**config.mk**
```make
export PLATFORM = sky130hd
export DESIGN_NAME = module_mgmt_control_timing
export DESIGN_NICKNAME = d
export VERILOG_FILES = /design/src/rtl/module_mgmt_control_timing.v
export VERILOG_INCLUDE_DIRS = /design/src /design/src/rtl
export SDC_FILE = /design/constraint.sdc
export NUM_CORES = 1
export LEC_CHECK = 0
export ABC_CLOCK_PERIOD_IN_PS = 2820
export BUFFER_PORTS_ARGS = -buffer_cell sky130_fd_sc_hd__buf_2
export CAP_MARGIN = 25
export CORE_AREA = 4 4 139 141
export DETAILED_ROUTE_END_ITERATION = 8
export DIE_AREA = 0 0 143 145
export RECOVER_POWER = 25
export SKIP_LAST_GASP = 1
export SLEW_MARGIN = 20
export SYNTH_ARGS = -nofsm -noshare
export SYNTH_HDL_FRONTEND = slang
export SYNTH_SLANG_ARGS = --single-unit
```
**constraint.sdc**
```tcl
create_clock -name ref_clk_i -period 2.82 [get_ports ref_clk_i]
set_input_delay 0.282 -clock ref_clk_i [delete_from_list [all_inputs] [get_ports ref_clk_i]]
set_output_delay 0.282 -clock ref_clk_i [all_outputs]
set_load 0.01 [all_outputs]
```
**src/rtl/module_mgmt_map.vh**
```
// Constants for the module management control block
`ifndef MODULE_MGMT_MAP_VH
`define MODULE_MGMT_MAP_VH

`define CLK_FREQ_KHZ        200000
`define INIT_TIME_MS        2000
`define RESET_MIN_TIME_US   2
`define INIT_CYCLES         (`INIT_TIME_MS * `CLK_FREQ_KHZ)
`define RESET_MIN_CYCLES    ((`RESET_MIN_TIME_US * `CLK_FREQ_KHZ + 999) / 1000)

`define DEV_ADDR            7'h50
`define OFS_IDENT           8'h00
`define OFS_STATUS          8'h02
`define OFS_FLAGS           8'h03
`define OFS_CONTROL         8'h5D
`define OFS_MASK            8'h64

`define STATUS_DNR_BIT      0
`define CTRL_OVERRIDE_BIT   0
`define CTRL_POWER_SET_BIT  1

`define FLAGS_RESET         8'h00
`define MASK_RESET          8'h00
`define CTRL_RESET          8'h00

`endif

```
**src/rtl/module_mgmt_control_timing.v**
```verilog
// Sideband control, flags, masks and two-wire slave of the module
`timescale 1ns/100ps
`include "module_mgmt_map.vh"

// Functional notes
// RULE_01: Fully functional within 2000 ms after reset
// RULE_02: Reset pin low over 2 us resets
// RULE_03: Serial bus answers after init time
// RULE_04: Clear data-not-ready, assert interrupt when ready
// RULE_05: Low-power pin reduces power within 100 us
// RULE_06: Interrupt condition drives interrupt low promptly
// RULE_07: Read clears flags; interrupt released afterwards
// RULE_08: Loss condition sets flag and interrupt
// RULE_09: Other conditions set flag and interrupt
// RULE_10: Mask set inhibits flag's interrupt
// RULE_11: Mask cleared resumes flag's interrupt
// RULE_12: Select asserted enables serial responses
// RULE_13: Select deasserted disables serial responses
// RULE_14: Power-down bit enters low power
// RULE_15: Power-down cleared restores full function
// RULE_16: Write and read effects apply at stop
// RULE_17: Respond at seven-bit address 1010000
// RULE_18: Interrupt held while unmasked flag set
module module_mgmt_control_timing #(
  parameter [31:0] INIT_CYCLES  = `INIT_CYCLES,
  parameter [7:0]  IDENT_VALUE  = 8'h5A  // Arbitrary identifier value
) (
  input  wire       ref_clk_i,
  input  wire       reset_n_i,
  input  wire       module_reset_n_i,
  input  wire       module_select_n_i,
  input  wire       low_power_request_pin_i,
  input  wire [7:0] flag_condition_i,
  input  wire       scl_i,
  input  wire       sda_i,
  output reg        sda_o,
  output reg        sda_oe_o,
  output reg        interrupt_out_n_o,
  output reg        low_power_o,
  output reg        ready_o
);

  localparam [2:0] ST_IDLE = 3'd0;
  localparam [2:0] ST_ADDR = 3'd1;
  localparam [2:0] ST_PTR  = 3'd2;
  localparam [2:0] ST_WR   = 3'd3;
  localparam [2:0] ST_RD   = 3'd4;
  localparam [31:0] RESET_MIN_W = `RESET_MIN_CYCLES;
  localparam [15:0] RESET_MIN   = RESET_MIN_W[15:0];

  //////////////////////////////////////////////////////////////////////////////
  // Input synchronisers
  reg  [1:0]  rst_s_r;
  reg  [1:0]  sel_s_r;
  reg  [1:0]  lp_s_r;
  reg  [1:0]  scl_s_r;
  reg  [1:0]  sda_s_r;
  reg         scl_d_r;
  reg         sda_d_r;

  always @(posedge ref_clk_i or negedge reset_n_i) begin
    if (!reset_n_i) begin
      rst_s_r <= 2'b11;
      sel_s_r <= 2'b11;
      lp_s_r  <= 2'b00;
      scl_s_r <= 2'b11;
      sda_s_r <= 2'b11;
      scl_d_r <= 1'b1;
      sda_d_r <= 1'b1;
    end else begin
      rst_s_r <= {rst_s_r[0], module_reset_n_i};
      sel_s_r <= {sel_s_r[0], module_select_n_i};
      lp_s_r  <= {lp_s_r[0], low_power_request_pin_i};
      scl_s_r <= {scl_s_r[0], scl_i};
      sda_s_r <= {sda_s_r[0], sda_i};
      scl_d_r <= scl_s_r[1];
      sda_d_r <= sda_s_r[1];
    end
  end

  wire scl_rise_w = scl_s_r[1] & ~scl_d_r;
  wire scl_fall_w = ~scl_s_r[1] & scl_d_r;
  wire start_w    = scl_s_r[1] & scl_d_r & sda_d_r & ~sda_s_r[1];
  wire stop_w     = scl_s_r[1] & scl_d_r & ~sda_d_r & sda_s_r[1];

  //////////////////////////////////////////////////////////////////////////////
  // Reset pulse qualification and initialisation timer
  reg  [15:0] low_cnt_r;
  reg         held_r;
  reg  [31:0] init_cnt_r;
  wire        soft_rst_w = held_r;

  always @(posedge ref_clk_i or negedge reset_n_i) begin
    if (!reset_n_i) begin
      low_cnt_r  <= 16'h0000;
      held_r     <= 1'b0;
      init_cnt_r <= 32'h0000_0000;
      ready_o    <= 1'b0;
    end else begin
      if (rst_s_r[1]) begin
        low_cnt_r <= 16'h0000;
        held_r    <= 1'b0;
      end else if (low_cnt_r < RESET_MIN) begin
        low_cnt_r <= low_cnt_r + 16'h0001;
      end else begin
        held_r <= 1'b1;  // Only pulses longer than the minimum count [RULE_02]
      end
      if (soft_rst_w) begin
        init_cnt_r <= 32'h0000_0000;
        ready_o    <= 1'b0;
      end else if (init_cnt_r < INIT_CYCLES - 32'h0000_0001) begin
        init_cnt_r <= init_cnt_r + 32'h0000_0001;
      end else begin
        ready_o <= 1'b1;  // Timer restarts from reset release edge [RULE_01]
      end
    end
  end

  //////////////////////////////////////////////////////////////////////////////
  // Flags, masks, control and interrupt
  reg  [7:0]  flags_r;
  reg  [7:0]  mask_r;
  reg  [7:0]  ctrl_r;
  reg         init_flag_r;
  reg         ready_d_r;
  reg  [7:0]  clr_pend_r;
  reg         init_clr_pend_r;
  reg         mask_wr_pend_r;
  reg  [7:0]  mask_wr_val_r;
  reg         ctrl_wr_pend_r;
  reg  [7:0]  ctrl_wr_val_r;
  wire        commit_w = stop_w;
  wire [7:0]  flag_clr_w = commit_w ? clr_pend_r : 8'h00;

  always @(posedge ref_clk_i or negedge reset_n_i) begin
    if (!reset_n_i) begin
      flags_r     <= `FLAGS_RESET;
      mask_r      <= `MASK_RESET;
      ctrl_r      <= `CTRL_RESET;
      init_flag_r <= 1'b0;
      ready_d_r   <= 1'b0;
    end else if (soft_rst_w) begin
      flags_r     <= `FLAGS_RESET;
      mask_r      <= `MASK_RESET;
      ctrl_r      <= `CTRL_RESET;
      init_flag_r <= 1'b0;
      ready_d_r   <= 1'b0;
    end else begin
      ready_d_r <= ready_o;
      // Set wins over a clear in the same cycle [RULE_07] [RULE_08] [RULE_09]
      flags_r <= (flags_r & ~flag_clr_w) | (ready_o ? flag_condition_i : 8'h00);
      if (ready_o & ~ready_d_r)
        init_flag_r <= 1'b1;  // Readiness raises the interrupt [RULE_04]
      else if (commit_w & init_clr_pend_r)
        init_flag_r <= 1'b0;
      if (commit_w & mask_wr_pend_r)
        mask_r <= mask_wr_val_r;  // [RULE_10] [RULE_11] [RULE_16]
      if (commit_w & ctrl_wr_pend_r)
        ctrl_r <= ctrl_wr_val_r;  // [RULE_16]
    end
  end

  always @(posedge ref_clk_i or negedge reset_n_i) begin
    if (!reset_n_i) begin
      interrupt_out_n_o <= 1'b1;
      low_power_o       <= 1'b0;
    end else begin
      // Held low while any unmasked flag stays set [RULE_06] [RULE_18]
      interrupt_out_n_o <= ~(|(flags_r & ~mask_r) | init_flag_r);
      // Software override selects power-set bit, else the pin [RULE_05] [RULE_14] [RULE_15]
      low_power_o <= ctrl_r[`CTRL_OVERRIDE_BIT] ? ctrl_r[`CTRL_POWER_SET_BIT] : lp_s_r[1];
    end
  end

  //////////////////////////////////////////////////////////////////////////////
  // Two-wire serial slave
  reg  [2:0]  state_r;
  reg  [3:0]  cnt_r;
  reg  [7:0]  sh_r;
  reg  [7:0]  tx_r;
  reg  [7:0]  ptr_r;
  reg         nack_r;
  reg  [7:0]  rd_data;

  always @* begin
    case (ptr_r)
      `OFS_IDENT:   rd_data = IDENT_VALUE;
      `OFS_STATUS:  rd_data = {7'h00, ~ready_o} << `STATUS_DNR_BIT;
      `OFS_FLAGS:   rd_data = flags_r;
      `OFS_CONTROL: rd_data = ctrl_r;
      `OFS_MASK:    rd_data = mask_r;
      default:      rd_data = 8'h00;
    endcase
  end

  always @(posedge ref_clk_i or negedge reset_n_i) begin
    if (!reset_n_i) begin
      state_r         <= ST_IDLE;
      cnt_r           <= 4'h0;
      sh_r            <= 8'h00;
      tx_r            <= 8'h00;
      ptr_r           <= 8'h00;
      nack_r          <= 1'b1;
      sda_o           <= 1'b0;
      sda_oe_o        <= 1'b0;
      clr_pend_r      <= 8'h00;
      init_clr_pend_r <= 1'b0;
      mask_wr_pend_r  <= 1'b0;
      mask_wr_val_r   <= 8'h00;
      ctrl_wr_pend_r  <= 1'b0;
      ctrl_wr_val_r   <= 8'h00;
    end else begin
      sda_o <= 1'b0;
      if (stop_w | soft_rst_w | sel_s_r[1]) begin
        state_r         <= ST_IDLE;  // Pending effects commit here; deselect aborts [RULE_16] [RULE_13]
        sda_oe_o        <= 1'b0;
        clr_pend_r      <= 8'h00;
        init_clr_pend_r <= 1'b0;
        mask_wr_pend_r  <= 1'b0;
        ctrl_wr_pend_r  <= 1'b0;
      end else if (start_w) begin
        state_r  <= ST_ADDR;
        cnt_r    <= 4'hF;  // Skips the clock fall that closes the start
        sda_oe_o <= 1'b0;
      end else if (state_r != ST_IDLE) begin
        if (scl_rise_w) begin
          if (cnt_r == 4'h8)
            nack_r <= sda_s_r[1];
          else
            sh_r <= {sh_r[6:0], sda_s_r[1]};
        end else if (scl_fall_w) begin
          if (cnt_r == 4'h7) begin
            cnt_r <= 4'h8;
            case (state_r)
              ST_ADDR: begin
                // Answers only when ready and selected [RULE_03] [RULE_12] [RULE_13] [RULE_17]
                if (sh_r[7:1] == `DEV_ADDR && ready_o && !sel_s_r[1])
                  sda_oe_o <= 1'b1;
                else
                  state_r <= ST_IDLE;
              end
              ST_PTR: begin
                ptr_r    <= sh_r;
                sda_oe_o <= 1'b1;
              end
              ST_WR: begin
                if (ptr_r == `OFS_MASK) begin
                  mask_wr_pend_r <= 1'b1;
                  mask_wr_val_r  <= sh_r;
                end
                if (ptr_r == `OFS_CONTROL) begin
                  ctrl_wr_pend_r <= 1'b1;
                  ctrl_wr_val_r  <= sh_r;
                end
                ptr_r    <= ptr_r + 8'h01;
                sda_oe_o <= 1'b1;
              end
              default: sda_oe_o <= 1'b0;
            endcase
          end else if (cnt_r == 4'h8) begin
            cnt_r    <= 4'h0;
            sda_oe_o <= 1'b0;
            if ((state_r == ST_ADDR && sh_r[0]) || (state_r == ST_RD && !nack_r)) begin
              state_r  <= ST_RD;
              tx_r     <= rd_data;
              sda_oe_o <= ~rd_data[7];
              ptr_r    <= ptr_r + 8'h01;
              if (ptr_r == `OFS_FLAGS)
                clr_pend_r <= clr_pend_r | flags_r;  // Only bits seen set are cleared [RULE_07]
              if (ptr_r == `OFS_STATUS)
                init_clr_pend_r <= 1'b1;
            end else if (state_r == ST_ADDR) begin
              state_r <= ST_PTR;
            end else if (state_r == ST_PTR) begin
              state_r <= ST_WR;
            end else if (state_r == ST_RD) begin
              state_r <= ST_IDLE;
            end
          end else begin
            cnt_r <= cnt_r + 4'h1;
            if (state_r == ST_RD) begin
              tx_r     <= {tx_r[6:0], 1'b0};
              sda_oe_o <= ~tx_r[6];
            end
          end
        end
      end
    end
  end

endmodule

```
==> out/qor.yml <==
yosysWarnings: 0
die_y_um: 145
grt_start_max_net_pins: 64
clk_path_buf_depth: 2
synth_top_area_share: 0.4820
stdcell_area_mm2: 0.008215
endpoint_kind: "register"
power_density_mw_per_mm2: 593.5
setup_tns_ns: 0
fin_crit_ns: 2.462
peakVddDrop_mv: 0.3905
grt_pass1_vias: 5510
synth.net_count: 726
dieArea_mm2: 0.02074
fillers: 1663
io_buffers: 18
cp.arrival_ns: 2.80
post_cts_buffers: 0
synth.cell_area_mm2: 0.007113
rsz0062_at_grt: "no"
max_cap_violations: 1
gp_congestion: 0.9046
cts_made_buffers: 17
ys_top_cells_by_area: "dfrtp_1 (48%), a21oi_1 (5.1%), mux2_2 (4.7%), dfstp_2 (4.4%), nand2_1 (3.5%)"
synth_top_family_by_area: "simple AND/OR/NAND/NOR gates"
synth-simple-area-share: 0.2058
async_reset_ff_frac: 1.000
fmax_mhz: 406.1
clock_latency_ns: 0.42
setup_viol: 0
crit_fanout: 9
grt_pass1_wl_um: 28390
worst_slew_pin_slew_ns: 1.556
first_pass_iters: 6
p_total_mw: 4.876
die_x_um: 143
antenna_left: 0
worstSetupStartpointType: "register"
syn_area_per_cell_um2: 10.12
drcViolationCount: 0
drt-initial-drc-count: 399
violations: "capacitance limit, slew limit"
synthDistinctLibCells: 64
syn_inst: 703
nets: 750
period_share: 0.8731
required_ns: 3.16
viasPerCell: 5.795
rows: 49
whs_ns: 0.1132
synth-xor-area-share: 0.01231
final_util: 0.4573
critPathKind: "register to register"
slew_viol_final: 58
synth_area_leader_cell: "dfrtp_1"
synthMuxAreaShare: 0.05172
wl_um: 16600
r2r_slack_ns: 0.36
cts_tree: "done"
p_leak_nw: 3.489
hold_violations: 0
root_buffer: "clkbuf_16"
antenna_cells: 0
synth_seq_area_share: 0.5263
drive_gt1_frac: 0.1581
synth_edf_count: 0
slew_headroom: -0.03765
num_vias: 5615
outcome: "complete, but fails checks"
hold_path_class: "primary input to register"
placed_area_mm2: 0.007508
clk_pin_slew_ns: 0.06
synthAdderAreaFrac: 0.01407
tritoncts_num_sinks: 149
synth-seq-cells: 149
grt_antenna_before_repair: 0
fp.coreArea_mm2: 0.01796
synth_compound_area_frac: 0.1576
hpwl_um: 11250
synthFlopType: "dfrtp_1"
ios: 20
grt.total_usage: 0.1675
cts_max_level: 4
skew_ns: 0.007360
areaGrowthSynthToFinish_pct: 15.50
overflow: 0
wl_per_cell_um: 17.13
initial_core_util: 0.3960
==> routing by layer <==
layer  GRT usage  up-vias  wire length (µm)  part of all wire
met3     0.03620       14               667             0.040
met1      0.2387     2831              7965              0.48
met2      0.2585      130              7774              0.47
met5           0        -                 0                 0
met4     0.04753        0               194             0.012
li1            -     2640                 -                 -
==> path summary, 6_finish.rpt <==
| path | startpoint | to | depth (start not counted) |
|---|---|---|---|
| worst min register to register | lp_s_r[0]$_DFF_PN0_ | lp_s_r[1]$_DFF_PN0_ | 0 |
| worst min-delay path | flag_condition_i[6] | flags_r[6]$_DFF_PN0_ | 3 |
| worst max-delay path | ptr_r[2]$_DFFE_PN0P_ | clr_pend_r[2]$_DFFE_PN0P_ | 6 |
| min in group asynchronous | reset_n_i | init_cnt_r[14]$_DFFE_PN0P_ | 2 |
| max in group asynchronous | reset_n_i | interrupt_out_n_o$_DFF_PN1_ | 3 |
| worst max register to register | ptr_r[2]$_DFFE_PN0P_ | clr_pend_r[2]$_DFFE_PN0P_ | 6 |
==> report_power, final <==
| group | total (mW) | switching (mW) | internal (mW) |
|---|---|---|---|
| logic | 0.204 | 0.131 | 0.0721 |
| clock network | 2.46 | 0.878 | 1.58 |
| registers | 2.21 | 0.0401 | 2.17 |
==> final cells by class <==
type / count / area (µm²) / share of cell area
Multi-Input combinational cell: 500 / 3157 / 0.3843
Inverter: 17 / 63.81 / 0.007767
Clock inverter: 10 / 168.9 / 0.02056
Tap cell: 229 / 286.5 / 0.03488
Timing Repair Buffer: 42 / 310.3 / 0.03777
Sequential cell: 149 / 3745 / 0.4558
Clock buffer: 22 / 484.2 / 0.05894
==> cells in the final DEF, fill, tap and decap left out, drive strengths merged, types with 4 or more instances in the layout <==
cell,instances
nor4,6
ha,8
o211ai,6
and3,9
buf,35
o22ai,4
nor3,16
mux2,30
and4,4
nor2b,17
a31oi,6
dlygate4sd3,6
o21ai,19
o31ai,16
inv,18
nand3,39
dfrtp,137
nor2,50
o21a,5
or4,20
a22oi,9
a222oi,4
a21o,4
or3,13
nand3b,4
o22a,7
nand2,66
xor2,7
clkbuf,23
dfstp,12
bufinv,4
a21oi,74
nor4b,4
nand4,14
==> logic make-up (layout without fill, tap and decap cells) <==
logic type,Yosys count,in the layout
AO/OA/AOI/OAI,172,172
XOR/XNOR,10,10
adder cells (fa/ha/maj),8,8
buffers and inverters,54,91
flip-flops,149,149
multiplexers,33,33
other,1,1
AND/OR/NAND/NOR,276,276
==> cells in the mapped netlist (9+ instances only) <==
library cell / instances
o31ai_1: 16
nand3_1: 39
clkbuf_1: 26
and3_1: 9
nor3_1: 16
dfrtp_1: 137
o21ai_0: 19
inv_1: 17
or4_1: 18
nand4_1: 13
mux2_2: 30
a21oi_1: 73
dfstp_2: 12
nor2b_1: 17
nor2_1: 50
or3_1: 12
nand2_1: 66
a22oi_1: 9
==> repair_timing <==
action                                  4_1_cts  5_1_grt
endpoints found under the setup margin        0        0
hold endpoints to repair                     50        0
hold buffers                                  6        0
gates resized for setup                       0        0
==> through the flow <==
stage,setup slack (ns),std cells
3_3_place_gp,0.5092,931
4_1_cts,0.4403,969
6_report,0.3577,969
3_5_place_dp,0.4372,931
2_1_floorplan,0.5527,703
5_1_grt,0.1883,969
==> sequential cells by signal, indices dropped and copies added, names as in the netlist, 3 cells and up <==
register / flops
ctrl_wr_val_r: 8
ptr_r: 8
flags_r: 8
cnt_r: 4
mask_wr_val_r: 8
clr_pend_r: 8
sh_r: 8
ctrl_r: 8
state_r: 3
low_cnt_r: 16
tx_r: 7
mask_r: 8
init_cnt_r: 32
==> worst max-delay path, cell delays in order, from the launching register on <==
cell and delay, ns:
dfrtp_1 0.45, nor4_1 0.71, and3_1 0.47, nor4b_2 0.34, buf_4 0.23, a21oi_1 0.08, nor2_1 0.10
No activity file was read; power rests on OpenSTA's default activity.
